<file path="src/dmr_map.svh">
// Purpose: Constants for the mode register decode block
// Assumes: Command pins are sampled on the system clock
// Notes: Field positions are address bit numbers
`ifndef DMR_MAP_SVH
`define DMR_MAP_SVH
`define DMR_ADDR_W 16
`define DMR_BANK_W 3
`define DMR_BANK_MR1 3'h1
`define DMR_BANK_MR2 3'h2
`define DMR_BANK_MR3 3'h3
`define DMR_MR1_WLEVEL 7
`define DMR_MR1_TSTROBE 11
`define DMR_MR1_QOFF 12
`define DMR_MR2_CWL_LO 3
`define DMR_MR2_CWL_HI 5
`define DMR_MR2_SRT 7
`define DMR_MR2_RTTWR_LO 9
`define DMR_MR2_RTTWR_HI 10
`define DMR_MR3_LOC_LO 0
`define DMR_MR3_LOC_HI 1
`define DMR_MR3_MPR_EN 2
`define DMR_MR_RESET 16'h0000
`define DMR_CWL_BASE 4'h5
`define DMR_SR_DIV_1X 16'h0186
`define DMR_SR_DIV_2X 16'h00C3
`define DMR_MPR_PATTERN 8'h55
`endif

</file>
<file path="src/dmr_pkg.sv">
// Purpose: Types for the mode register decode block
// Assumes: Constants come from dmr_map.svh
// Notes: Register state is kept as one struct per module
package dmr_pkg;
  typedef enum logic [1:0] {DMR_SEL_NONE, DMR_SEL_MR1, DMR_SEL_MR2, DMR_SEL_MR3} dmr_sel_t;
  typedef struct packed {
    logic [15:0] mode_register_one;
    logic [15:0] mode_register_two;
    logic [15:0] mode_register_three;
  } dmr_regs_t;
endpackage : dmr_pkg

</file>
<file path="src/dmr_cmd_decode.sv">
// Purpose: Decodes a mode-register-set command into a register select
// Assumes: Pins already synchronised, active-low command strobes
// Notes: Output is registered
`timescale 1ns/10ps
`include "dmr_map.svh"
module dmr_cmd_decode
  import dmr_pkg::*;
(
  input wire logic clock_i,
  input wire logic rst_i,
  input wire logic cs_n_i,
  input wire logic ras_n_i,
  input wire logic cas_n_i,
  input wire logic we_n_i,
  input wire logic [2:0] bank_i,
  output dmr_sel_t sel_o
);
  typedef struct packed {dmr_sel_t sel;} dmr_dec_t;
  dmr_dec_t st_reg;
  dmr_dec_t st_next;
  always_comb begin
    st_next.sel = DMR_SEL_NONE;
    if (!cs_n_i && !ras_n_i && !cas_n_i && !we_n_i) begin
      unique case (bank_i)
        `DMR_BANK_MR1: st_next.sel = DMR_SEL_MR1;
        `DMR_BANK_MR2: st_next.sel = DMR_SEL_MR2;
        `DMR_BANK_MR3: st_next.sel = DMR_SEL_MR3;
        default: st_next.sel = DMR_SEL_NONE;
      endcase
    end
  end
  always_ff @(posedge clock_i) begin
    if (rst_i) begin
      st_reg <= '{sel: DMR_SEL_NONE};
    end else begin
      st_reg <= st_next;
    end
  end
  assign sel_o = st_reg.sel;
endmodule : dmr_cmd_decode

</file>
<file path="src/dmr_sr_tick.sv">
// Purpose: Self-refresh tick divider, 1x or 2x rate
// Assumes: One clock domain
// Notes: Rate change takes effect at once; the running count is compared with the new limit
`timescale 1ns/10ps
`include "dmr_map.svh"
module dmr_sr_tick
  import dmr_pkg::*;
#(
  parameter logic [15:0] DIV_1X = `DMR_SR_DIV_1X,
  parameter logic [15:0] DIV_2X = `DMR_SR_DIV_2X
) (
  input wire logic clock_i,
  input wire logic rst_i,
  input wire logic enable_i,
  input wire logic double_i,
  output logic tick_o
);
  typedef struct packed {logic [15:0] cnt; logic tick;} dmr_tick_t;
  dmr_tick_t st_reg;
  dmr_tick_t st_next;
  logic [15:0] limit;
  always_comb begin
    limit = double_i ? DIV_2X : DIV_1X;
    st_next = st_reg;
    st_next.tick = 1'b0;
    if (!enable_i) begin
      st_next.cnt = 16'h0000;
    end else if (st_reg.cnt >= limit - 16'h0001) begin
      st_next.cnt = 16'h0000;
      st_next.tick = 1'b1;
    end else begin
      st_next.cnt = st_reg.cnt + 16'h0001;
    end
  end
  always_ff @(posedge clock_i) begin
    if (rst_i) begin
      st_reg <= '{cnt: 16'h0000, tick: 1'b0};
    end else begin
      st_reg <= st_next;
    end
  end
  assign tick_o = st_reg.tick;
endmodule : dmr_sr_tick

</file>
<file path="src/dmr_top.sv">
// Function
// - Output disable bit floats data and strobes; TERMINATION_STROBE_EN_O is not gated by it, only the complement
// - Termination strobe enable replaces write masking
// - Termination strobe never carries read strobe
// - Termination strobe only in x8 organisation
// - Command with bank two loads register two
// - Register two bits 5:3 select write latency
// - Write latency equals additive plus write latency
// - Only whole-clock latencies are supported
// - Register two bits 10:9 set write termination
// - No dynamic termination during write leveling
// - Write termination works without nominal termination
// - Register two bit 7 enables temperature mode
// - Temperature mode doubles self-refresh rate
// - Command with bank three loads register three
// - Readout location ignored when readout disabled
// - Readout enabled returns predefined read pattern
// - Command with bank one loads register one
// Purpose: Mode register one/two/three store and decode
// Assumes: Command and address pins come from another domain
// Notes: Latencies are counted in whole clocks only
`timescale 1ns/10ps
`include "dmr_map.svh"
module dmr_top
  import dmr_pkg::*;
#(
  parameter bit IS_X8 = 1'b1,
  parameter logic [15:0] SR_DIV_1X = `DMR_SR_DIV_1X,
  parameter logic [15:0] SR_DIV_2X = `DMR_SR_DIV_2X
) (
  input wire logic CLOCK_I,
  input wire logic RST_I,
  input wire logic CS_N_I,
  input wire logic RAS_N_I,
  input wire logic CAS_N_I,
  input wire logic WE_N_I,
  input wire logic [2:0] BANK_I,
  input wire logic [15:0] ADDR_I,
  input wire logic [3:0] ADDITIVE_LATENCY_I,
  input wire logic WRITE_ACTIVE_I,
  input wire logic READ_ACTIVE_I,
  input wire logic SELF_REFRESH_I,
  input wire logic WRITE_DATA_MASK_I,
  output logic OUTPUT_DRIVE_EN_N_O,
  output logic WRITE_MASK_ENABLE_O,
  output logic MASKED_BYTE_O,
  output logic TERMINATION_STROBE_EN_O,
  output logic TERMINATION_STROBE_COMPLEMENT_EN_O,
  output logic WRITE_LEVELING_O,
  output logic [3:0] WRITE_CAS_LATENCY_O,
  output logic [4:0] WRITE_LATENCY_O,
  output logic [1:0] WRITE_TERMINATION_O,
  output logic DYN_TERM_ACTIVE_O,
  output logic SELF_REFRESH_TEMP_MODE_O,
  output logic SELF_REFRESH_TICK_O,
  output logic MULTIPURPOSE_READOUT_O,
  output logic [1:0] READOUT_LOCATION_O,
  output logic [7:0] READ_DATA_O,
  output logic READ_DATA_VALID_O
);
  typedef struct packed {
    logic [1:0] cs_n_s;
    logic [1:0] ras_n_s;
    logic [1:0] cas_n_s;
    logic [1:0] we_n_s;
    logic [5:0] bank_s;
    logic [31:0] addr_s;
    logic [1:0] wr_s;
    logic [1:0] rd_s;
    logic [1:0] sr_s;
    logic [1:0] dm_s;
    logic [15:0] addr_hold;
    dmr_regs_t regs;
    logic out_en_n;
    logic wmask_en;
    logic masked;
    logic ts_en;
    logic tsc_en;
    logic wlevel;
    logic [3:0] write_cas_latency;
    logic [4:0] wl;
    logic [1:0] rtt_wr;
    logic dyn_term;
    logic self_refresh_temp_mode;
    logic sr_tick;
    logic multipurpose_readout;
    logic [1:0] mpr_loc;
    logic [7:0] rdata;
    logic rvalid;
  } dmr_state_t;

  dmr_state_t st_reg;
  dmr_state_t st_next;
  dmr_sel_t sel;
  logic tick;
  logic [15:0] mr1;
  logic [15:0] mr2;
  logic [15:0] mr3;

  // Two-stage synchronisers; second stage is the only reader of the first
  dmr_cmd_decode u_dec (
    .clock_i(CLOCK_I),
    .rst_i(RST_I),
    .cs_n_i(st_reg.cs_n_s[1]),
    .ras_n_i(st_reg.ras_n_s[1]),
    .cas_n_i(st_reg.cas_n_s[1]),
    .we_n_i(st_reg.we_n_s[1]),
    .bank_i(st_reg.bank_s[5:3]),
    .sel_o(sel)
  );

  dmr_sr_tick #(
    .DIV_1X(SR_DIV_1X),
    .DIV_2X(SR_DIV_2X)
  ) u_tick (
    .clock_i(CLOCK_I),
    .rst_i(RST_I),
    .enable_i(st_reg.sr_s[1]),
    .double_i(st_reg.self_refresh_temp_mode),
    .tick_o(tick)
  );

  assign mr1 = st_reg.regs.mode_register_one;
  assign mr2 = st_reg.regs.mode_register_two;
  assign mr3 = st_reg.regs.mode_register_three;

  always_comb begin
    st_next = st_reg;
    st_next.cs_n_s = {st_reg.cs_n_s[0], CS_N_I};
    st_next.ras_n_s = {st_reg.ras_n_s[0], RAS_N_I};
    st_next.cas_n_s = {st_reg.cas_n_s[0], CAS_N_I};
    st_next.we_n_s = {st_reg.we_n_s[0], WE_N_I};
    st_next.bank_s = {st_reg.bank_s[2:0], BANK_I};
    st_next.addr_s = {st_reg.addr_s[15:0], ADDR_I};
    st_next.wr_s = {st_reg.wr_s[0], WRITE_ACTIVE_I};
    st_next.rd_s = {st_reg.rd_s[0], READ_ACTIVE_I};
    st_next.sr_s = {st_reg.sr_s[0], SELF_REFRESH_I};
    st_next.dm_s = {st_reg.dm_s[0], WRITE_DATA_MASK_I};
    // Address aligned with the one-cycle decoder delay
    st_next.addr_hold = st_reg.addr_s[31:16];
    // Only the addressed register changes; others hold
    unique case (sel)
      DMR_SEL_MR1: st_next.regs.mode_register_one = st_reg.addr_hold;
      DMR_SEL_MR2: st_next.regs.mode_register_two = st_reg.addr_hold;
      DMR_SEL_MR3: st_next.regs.mode_register_three = st_reg.addr_hold;
      DMR_SEL_NONE: st_next.regs = st_reg.regs;
    endcase

    // Output disable masks read data and the strobe complement, not the termination strobe
    st_next.out_en_n = mr1[`DMR_MR1_QOFF];
    st_next.wlevel = mr1[`DMR_MR1_WLEVEL];
    // Shared pin: strobe mode wins over masking, x8 only
    st_next.ts_en = IS_X8 && mr1[`DMR_MR1_TSTROBE];
    st_next.tsc_en = IS_X8 && mr1[`DMR_MR1_TSTROBE] && !mr1[`DMR_MR1_QOFF];
    st_next.wmask_en = !(IS_X8 && mr1[`DMR_MR1_TSTROBE]);
    st_next.masked = st_next.wmask_en && st_reg.wr_s[1] && st_reg.dm_s[1];

    // Field code plus base gives cycles; no half-clock encodings exist
    st_next.write_cas_latency = `DMR_CWL_BASE + {1'b0, mr2[`DMR_MR2_CWL_HI:`DMR_MR2_CWL_LO]};
    st_next.wl = {1'b0, ADDITIVE_LATENCY_I} + {1'b0, st_next.write_cas_latency};

    st_next.rtt_wr = mr2[`DMR_MR2_RTTWR_HI:`DMR_MR2_RTTWR_LO];
    // Write termination independent of nominal; off in leveling
    st_next.dyn_term = st_reg.wr_s[1] && (st_next.rtt_wr != 2'h0) && !mr1[`DMR_MR1_WLEVEL];

    st_next.self_refresh_temp_mode = mr2[`DMR_MR2_SRT];
    st_next.sr_tick = tick;

    st_next.multipurpose_readout = mr3[`DMR_MR3_MPR_EN];
    // Location forced to zero when readout is off
    st_next.mpr_loc = mr3[`DMR_MR3_MPR_EN] ? mr3[`DMR_MR3_LOC_HI:`DMR_MR3_LOC_LO] : 2'h0;
    // Pattern is data, not a strobe; masked when outputs are off
    st_next.rvalid = st_reg.rd_s[1] && st_reg.multipurpose_readout && !st_reg.out_en_n;
    st_next.rdata = st_next.rvalid ? `DMR_MPR_PATTERN : 8'h00;
  end

  always_ff @(posedge CLOCK_I) begin
    if (RST_I) begin
      st_reg <= '0;
      st_reg.cs_n_s <= 2'h3;
      st_reg.ras_n_s <= 2'h3;
      st_reg.cas_n_s <= 2'h3;
      st_reg.we_n_s <= 2'h3;
      st_reg.regs <= {`DMR_MR_RESET, `DMR_MR_RESET, `DMR_MR_RESET};
      st_reg.wmask_en <= 1'b1;
      st_reg.write_cas_latency <= `DMR_CWL_BASE;
      st_reg.wl <= {1'b0, `DMR_CWL_BASE};
    end else begin
      st_reg <= st_next;
    end
  end

  assign OUTPUT_DRIVE_EN_N_O = st_reg.out_en_n;
  assign WRITE_MASK_ENABLE_O = st_reg.wmask_en;
  assign MASKED_BYTE_O = st_reg.masked;
  assign TERMINATION_STROBE_EN_O = st_reg.ts_en;
  assign TERMINATION_STROBE_COMPLEMENT_EN_O = st_reg.tsc_en;
  assign WRITE_LEVELING_O = st_reg.wlevel;
  assign WRITE_CAS_LATENCY_O = st_reg.write_cas_latency;
  assign WRITE_LATENCY_O = st_reg.wl;
  assign WRITE_TERMINATION_O = st_reg.rtt_wr;
  assign DYN_TERM_ACTIVE_O = st_reg.dyn_term;
  assign SELF_REFRESH_TEMP_MODE_O = st_reg.self_refresh_temp_mode;
  assign SELF_REFRESH_TICK_O = st_reg.sr_tick;
  assign MULTIPURPOSE_READOUT_O = st_reg.multipurpose_readout;
  assign READOUT_LOCATION_O = st_reg.mpr_loc;
  assign READ_DATA_O = st_reg.rdata;
  assign READ_DATA_VALID_O = st_reg.rvalid;
endmodule : dmr_top

</file>
<file path="config.mk">
export PLATFORM = sky130hd
export DESIGN_NAME = dmr_top
export DESIGN_NICKNAME = d
export VERILOG_FILES = /design/src/dmr_pkg.sv /design/src/dmr_cmd_decode.sv /design/src/dmr_sr_tick.sv /design/src/dmr_top.sv
export VERILOG_INCLUDE_DIRS = /design/src /design/src/src
export SDC_FILE = /design/constraint.sdc
export NUM_CORES = 1
export LEC_CHECK = 0
export ABC_CLOCK_PERIOD_IN_PS = 2000
export BUFFER_PORTS_ARGS = -buffer_cell sky130_fd_sc_hd__buf_2
export CORE_UTILIZATION = 30
export CTS_CLUSTER_DIAMETER = 80
export DETAILED_ROUTE_END_ITERATION = 8
export MAX_ROUTING_LAYER = met4
export PLACE_DENSITY_LB_ADDON = 0.15
export REMOVE_ABC_BUFFERS = 1
export SLEW_MARGIN = 10
export SYNTH_ARGS = -nofsm -noshare
export SYNTH_HDL_FRONTEND = slang
export SYNTH_SLANG_ARGS = --single-unit
</file>
<file path="constraint.sdc">
create_clock -name CLOCK_I -period 2 [get_ports CLOCK_I]
set_input_delay 0.3 -clock CLOCK_I [delete_from_list [all_inputs] [get_ports CLOCK_I]]
set_output_delay 0.3 -clock CLOCK_I [all_outputs]
set_load 0.01 [all_outputs]
</file>
# After elaboration in Yosys (flattened, before gate mapping)
# Cells that the tools add are included.
# op_classes
n_mux,4
eq_ne,6
reduce_logical,23
addsub,4
n_bitwise,3
order_cmp,1
# ops
op,count
$add A16 B1 Y16 const B,1
$ge A16 B16 Y1,1
$sub A16 B1 Y16 const B,1
$logic_and A1 B1 Y1,10
$mux W9,1
$logic_not A1 Y1,8
$mux W7,1
$eq A3 B2 Y1 const B,2
$pmux W2 S3,1
$reduce_or A2 Y1,3
$add A4 B4 Y5,1
$add A3 B3 Y4 const A,1
$eq A2 B2 Y1 const B,2
$eq A3 B1 Y1 const B,1
$not A1 Y1,3
$reduce_or A3 Y1,1
$eq A2 B1 Y1 const B,1
$reduce_bool A2 Y1,1
$mux W1,1
# word_totals
out_inout_bits,32
elab_cells,74
input_bits,33
reg_bits,142

# Depth between registers and ports, before layout
# Gate-level depths: netlist of the first run.
# logic_depth
ltp_word,6
ltp_mapped,7
mapped_depth_nobuf,6

# By module
# A second synthesis of the first run with hierarchy kept.
# unflattened
hier_cells,327
area_unflattened_um2,3647.2
# modules_own_cells
module,cells_per_inst,area_each_um2,seq_area_each_um2,n_inst
dmr_top,250,2870.3,1821.7,1
dmr_sr_tick,71,708.2,340.3,1
dmr_cmd_decode,6,68.8,40.0,1

# Worst setup path before layout of the first run
# Ideal clock, no wire load.
# synth_path
path_kind,register to register
startpoint,"reg st_reg, in the netlist SELF_REFRESH_TEMP_MODE_O"
endpoint,reg u_tick.st_reg[10] (netlist name)
setup_ps,89
period_less_slack_ps,1830
path_slack_ps,170
arrival_time_ps,1741
n_path_buf,1
path_stages_with_launch,7
path_cell_list,dfxtp_1 -> inv_1 -> ha_1 -> or4_1 -> o31a_1 -> buf_6 -> nor4_2
# synth_between
elab_chain_len,4
# synth_rtl
element,line,source
"start, declared",dmr_top.sv:92,dmr_state_t st_reg;
"start signal, assigned",dmr_top.sv:189,st_reg <= st_next;
$mux W9,dmr_sr_tick.sv:23,limit = double_i ? DIV_2X : DIV_1X;
$sub A16 B1 Y16,dmr_sr_tick.sv:28,end else if (st_reg.cnt >= limit - 16'h0001) begin
$ge A16 B16 Y1,dmr_sr_tick.sv:28,
$reduce_or A3 Y1 (no source line),--,
"end signal, assigned",dmr_sr_tick.sv:37,"st_reg <= '{cnt: 16'h0000, tick: 1'b0};"
"end signal, assigned",dmr_sr_tick.sv:39,st_reg <= st_next;
"end, declared",dmr_sr_tick.sv:19,dmr_tick_t st_reg;
# No other way between the ends.
# A chain may end at the register's enable or synchronous reset.

# Worst setup path in the final report of the first run
# layout_path
startpoint,"reg st_reg, in the netlist SELF_REFRESH_TEMP_MODE_O"
endpoint,reg u_tick.st_reg[3] (netlist name)
# The elaborated chain is that of the path after synthesis.

==> metrics.txt, run 1 <==
worst slew pin tran 0.583 ns; Post-Syn Instances ~330; CP startpoint kind flip-flop; R2R Path Start SELF_REFRESH_TEMP_MODE_O; via count 2052; GPL Wtd Cong 0.734; worst reg2reg path depth 5; largest net degree at the start of global routing 52; min Tclk post-route 1.83 ns; hold bufs inserted after CTS 0; Clock Skew 0.00568 ns; YS warnings 0; average cell area after synthesis 11.3 sq um; Min-Delay Path Class primary input to flip-flop; EDFF count, synth 0; Pleak roughly 1.9 nW; startpoint of the worst hold path CS_N_I; clk buf depth 2; Synth area leader dfxtp_1; IO Port Bufs between 50 and 60; die area 12700 sq um; CP required 2.25 ns; hold path depth 2; Crit path arrival time 2.07 ns; drt drc 0; Worst R2R End u_tick.st_reg[3]; unrepaired setup endpoints after global routing no; first-pass GRT wire length about 9300 um; post-synth top area share 60.0%; Power Density just under 1000 nW/um^2; Area Overhead vs Synth 17.5%; Starting Density 30.7%; layout cell share with drive strength beyond 1 25.3%; ant diodes 0; final core utilization 36.0%; FP Rows 40; clock root cell clkbuf_16; GRT Util Overall 9.84%; die width 113 um; CP max FO 11; Die Y 113 um; Unique masters post-synth 32; Iteration-0 DRC Markers 62; fraction of registers with async set/reset 0%; total congestion overflow 0; Final Worst Setup Slack 0.173 ns; top post-synthesis cells by count dfxtp_1, nor2b_1, buf_4; Peak VDD IR roughly 0.00034 V; Setup Total Neg Slack 0 ns; # fillers between 1000 and 1500; Slew HR between 60% and 70%; Total Wirelength 5330 um; CTS H-tree depth 3; top cells by area, synth dfxtp_1, nor2b_1, buf_4, ha_1, nor4_2; number of flip-flops under the largest register name 33; status complete, no violations; CTS buffer count 9; clock latency on the worst-skew pair 0.34 ns; Hold Violations, Final 0; R2R setup slack between 0.15 and 0.2 ns; total power 4.18 mW; estimated wirelength of the detail-placed design 3560 um; CTS Sinks 110; dpl ws 0.0668 ns; vias in the first global route 1948; initial antenna violation count 0; part of the cycle the worst path needs 91.3%; CP Capture Type flip-flop; Post-layout nets 416; Crit Path Category flip-flop to flip-flop; clock tree from TritonCTS done; count leader, synth dfxtp_1; fin. max-slew vios 0; core area 12000 sq um; Peak Freq 547 MHz; register bit count reported by yosys 110; Synth Cell Area 3670 sq um; ANT nets after route 0; max-cap violations 0; Primary FF master, synth dfxtp_1; Clock transition at path regs approximately 0.070 ns; vias per cell 3.92; DP Area 4000 sq um; Hold EP st_next[149]; final setup fails 0; IO Count 65; post-synthesis sequential area ratio 60.0%; final instance area around 4300 sq um; DRT Pass-1 Iters 4; mean routed wirelength per cell 10.2 um
kinds of logic (layout without fill, tap and decap cells):
logic type / Yosys count / count (layout) / share of synthesized area (%)
other cells: 1 / 10 / 0.102
fa+ha+maj: 12 / 12 / 4.30
compound gates: 14 / 14 / 2.63
buf+inv: 40 / 82 / 6.45
mux: 9 / 9 / 2.46
simple gates: 128 / 128 / 21.4
flops: 110 / 110 / 60.0
xor+xnor: 11 / 11 / 2.63
layout make-up:
cell class / instances / area, sq um / share of cell area, %
flip-flops and latches: 110 / 2200 / 51.1
clock buffers: 13 / 260 / 6.04
clock inverters: 3 / 42.5 / 0.987
multi-input cells: 184 / 1270 / 29.5
well taps: 147 / 184 / 4.27
inverters: 6 / 22.5 / 0.523
repair buffers: 60 / 325 / 7.55
how the worst max path moves through the flow:
stage | start | end | slack, ns | depth (start not counted)
final | SELF_REFRESH_TEMP_MODE_O | u_tick.st_reg[3] | 0.17 | 5
after global routing | SELF_REFRESH_TEMP_MODE_O | u_tick.st_reg[4] | 0.04 | 5
after CTS | SELF_REFRESH_TEMP_MODE_O | u_tick.st_reg[4] | 0.03 | 5
after detailed placement | SELF_REFRESH_TEMP_MODE_O | u_tick.st_reg[3] | 0.07 | 5
after global placement | SELF_REFRESH_TEMP_MODE_O | u_tick.st_reg[3] | 0.12 | 5
after floorplan | SELF_REFRESH_TEMP_MODE_O | u_tick.st_reg[3] | 0.13 | 5
per-stage QoR:
| stage | hold slack [ns] | cells |
|---|---|---|
| 2_1_floorplan | 0.367 | 300 |
| 3_3_place_gp | 0.396 | 507 |
| 3_5_place_dp | 0.395 | 507 |
| 4_1_cts | 0.123 | 523 |
| 5_1_grt | 0.129 | 523 |
| 6_report | 0.136 | 523 |
layout by cell type, fill, tap and decap left out, types with 3 or more instances in the layout:
master     instances
buf_2             55
mux2i_1            9
dfxtp_1          110
and3_1             3
nand3_1            7
nand2b_1           5
ha_1              11
nor4_1             4
clkbuf_16          9
or2_2             10
nor2_1            18
conb_1            10
nor4_2             9
inv_1              5
a21oi_1            6
xnor2_1            7
a21o_1             3
xor2_1             4
nand2_1            8
buf_4              4
nor2b_1           57
worst max-delay path, stage by stage, from the launching register on:
cell and delay (ns):
dfxtp_1 0.33, inv_1 0.08, ha_1 0.21, or4_1 0.42, o31a_4 0.44, nor4_1 0.27
power by group:
part | total (mW) | switching (mW) | internal, mW
clock | 1.78 | 0.743 | 1.04
sequential | 2.26 | 0.0118 | 2.25
combinational | 0.132 | 0.0640 | 0.0678
what timing repair did:
action                                  CTS  global route
endpoints found under the setup margin    0            10
gates resized for setup                   0             2
setup buffers                             0             0
layer usage:
layer	vias to the layer above	track usage, %	part of all wire, %
li1	1106	-	-
met1	897	11.5	49
met2	36	14.7	44
met3	13	2.81	4.2
met4	0	6.67	2.3
met5	-	-	0
Power figures use the tool's default switching activity.
==> run 2: changes to the inputs <==
--- a/config.mk
+++ b/config.mk
@@ -9,6 +9,7 @@
 export ABC_CLOCK_PERIOD_IN_PS = 2000
 export BUFFER_PORTS_ARGS = -buffer_cell sky130_fd_sc_hd__buf_2
 export CORE_UTILIZATION = 30
+export CTS_BUF_LIST = sky130_fd_sc_hd__clkbuf_8
 export CTS_CLUSTER_DIAMETER = 80
 export DETAILED_ROUTE_END_ITERATION = 8
 export MAX_ROUTING_LAYER = met4
==> run 2 against run 1 <==
- clock power decreased by 25%
- sequential power about the same
- worst hold slack worse by 0.026 ns
- highest routed layer unchanged
==> metrics.txt, run 2 (synthesis results as in run 1) <==
largest net degree at the start of global routing 52 (unchanged); CP required 2.28 ns (+0.03 ns); part of the cycle the worst path needs 91.5% (+0.18 points); CP Capture Type flip-flop; GPL Wtd Cong 0.734 (unchanged); Hold EP st_next[149]; Worst R2R End u_tick.st_reg[3]; startpoint of the worst hold path CS_N_I; R2R setup slack 0.17 ns (about the same); FP Rows 40 (unchanged); mean routed wirelength per cell 10.2 um (unchanged); CP max FO 11 (unchanged); IO Count 65 (unchanged); hold bufs inserted after CTS 0 (unchanged); ant diodes 0 (unchanged); Int Pwr 2.95 mW (-12%); CTS Sinks 110 (unchanged); Pleak 1.83 nW (-2.0%); # resized after CTS 0 (unchanged); clock root cell clkbuf_8; setup bufs post-CTS 0 (unchanged); final core utilization 35.2% (-0.85 points); R2R Path Start SELF_REFRESH_TEMP_MODE_O; Final Worst Setup Slack 0.170 ns (-0.00361 ns); Iteration-0 DRC Markers 55 (-11%); Setup Total Neg Slack 0 ns (unchanged); Post-Place Cells 507 (unchanged); top cell family by delay on the critical path simple AND/OR/NAND/NOR gates; max-cap violations 0 (unchanged); CP startpoint kind flip-flop; Post-layout nets 416 (unchanged); clock latency on the worst-skew pair 0.36 ns (+0.02 ns); initial antenna violation count 0 (unchanged); estimated wirelength of the detail-placed design 3560 um (unchanged); core area 12000 sq um (unchanged); Switching Fraction 20.7% (+1.1 points); Crit path largest cell delay 0.44 ns (about the same); Power Density 885 nW/um^2 (-8.6%); CP max-delay cell o31a_4; Flop pwr share 60.7% (+6.5 points); Comb pwr share 3.5% (+0.3 points); Die Y 113 um (unchanged); Switch Pwr 771 uW (-5.9%); drt drc 0 (unchanged); Clock Skew 0.00794 ns (+0.00226 ns); worst slew pin tran 0.583 ns (+0.0000719 ns); Final Non-Filler Cells 523 (unchanged); total congestion overflow 0 (unchanged); DRT Pass-1 Iters 4 (unchanged); Peak VDD IR 0.000307 V (-8.7%); GRT Util Overall 9.83% (-0.013 points); worst reg2reg path depth 5 (unchanged); status complete, no violations; Area Overhead vs Synth 14.7%; commonest non-fill, non-tap cell in the layout dfxtp_1; vias per cell 3.93 (about the same); dpl ws 0.0668 ns (unchanged); die area 12700 sq um (unchanged); Peak Freq 546 MHz (-0.20%); commonest non-fill, non-tap cells in the layout dfxtp_1, nor2b_1, buf_2; unrepaired setup endpoints after global routing no; Slew HR 61.0% (about the same); CTS H-tree depth 3 (unchanged); via count 2054 (+0.097%); Total Wirelength 5330 um (unchanged); worst path buffer plus inverter count 1 (unchanged); min Tclk post-route 1.83 ns (+0.00361 ns); fin. max-slew vios 0 (unchanged); Clock power frac 35.8% (-6.9 points); IO Port Bufs 55 (unchanged); first-pass GRT wire length 9290 um (+0.23%); layout cell share with drive strength beyond 1 25.3% (unchanged); hold path depth 2 (unchanged); die width 113 um (unchanged); Crit Path Category flip-flop to flip-flop; Starting Density 30.7% (unchanged); ANT nets after route 0 (unchanged); number of flip-flops under the largest register name 33 (unchanged); worst hold margin 0.109 ns (-0.0265 ns); CP cell instances inv_1 -> ha_1 -> or4_1 -> o31a_4 -> nor4_1; Clock transition at path regs 0.10 ns (+0.03 ns); vias in the first global route 1945 (-0.15%); Crit path arrival time 2.11 ns (+0.04 ns); Hold Violations, Final 0 (unchanged); CTS buffer count 9 (unchanged); clk buf depth 2 (unchanged); clock tree from TritonCTS done; final setup fails 0 (unchanged); Min-Delay Path Class primary input to flip-flop
## run 2: changes by cell type in the layout (fill, tap and decap cells not counted), sizes merged
cell	previous run	this run
inv	6	8
clkbuf	13	11
## run 2: per-layer routing
layer	vias up	track usage [%]	routed length, um
li1	1106	-	-
met1	904	11.3	2600
met2	35	14.8	2370
met3	9	3.94	265
met4	0	4.80	94
met5	-	-	0
## run 2: worst max path at each step
| stage | start | end | slack (ns) | cells past startpoint |
|---|---|---|---|---|
| after floorplan | SELF_REFRESH_TEMP_MODE_O | u_tick.st_reg[3] | 0.13 | 5 |
| after global placement | SELF_REFRESH_TEMP_MODE_O | u_tick.st_reg[3] | 0.12 | 5 |
| after detailed placement | SELF_REFRESH_TEMP_MODE_O | u_tick.st_reg[3] | 0.07 | 5 |
| after CTS | SELF_REFRESH_TEMP_MODE_O | u_tick.st_reg[4] | 0.03 | 5 |
| after global routing | SELF_REFRESH_TEMP_MODE_O | u_tick.st_reg[4] | 0.03 | 5 |
| final | SELF_REFRESH_TEMP_MODE_O | u_tick.st_reg[3] | 0.17 | 5 |
## run 2: layout make-up
type / count / area, sq um
tap: 147 / 184
fill: 1187 / 7750
multi-input combinational: 184 / 1270
timing repair buffer: 60 / 325
clock buffer: 11 / 151
sequential: 110 / 2200
inverter: 6 / 22.5
clock inverter: 5 / 50.0
## run 2: worst reg2reg max path, delay by kind of cell (launching register included)
family,cells,cell delay [ns]
and+or+nand+nor,2,0.69
adders and majority gates,1,0.21
AOI/OAI and AO/OA,1,0.44
buffers and inverters,1,0.08
DFF,1,0.34
## run 2: power by group through the flow
stage / logic [mW] / clock network (mW) / registers (mW)
final: 0.132 / 1.33 / 2.26
after global routing: 0.152 / 1.50 / 2.27
after CTS: 0.136 / 1.41 / 2.26
after detailed placement: 0.136 / 0 / 2.31
after global placement: 0.134 / 0 / 2.31
after floorplan: 0.0591 / 0 / 2.31
## run 2: through the flow
step / total power [mW] / instance area (sq um)
after global routing: 3.93 / 4210
after CTS: 3.80 / 4200
after global placement: 2.45 / 4000
after detailed placement: 2.45 / 4000
after floorplan: 2.37 / 3490
final: 3.73 / 4210
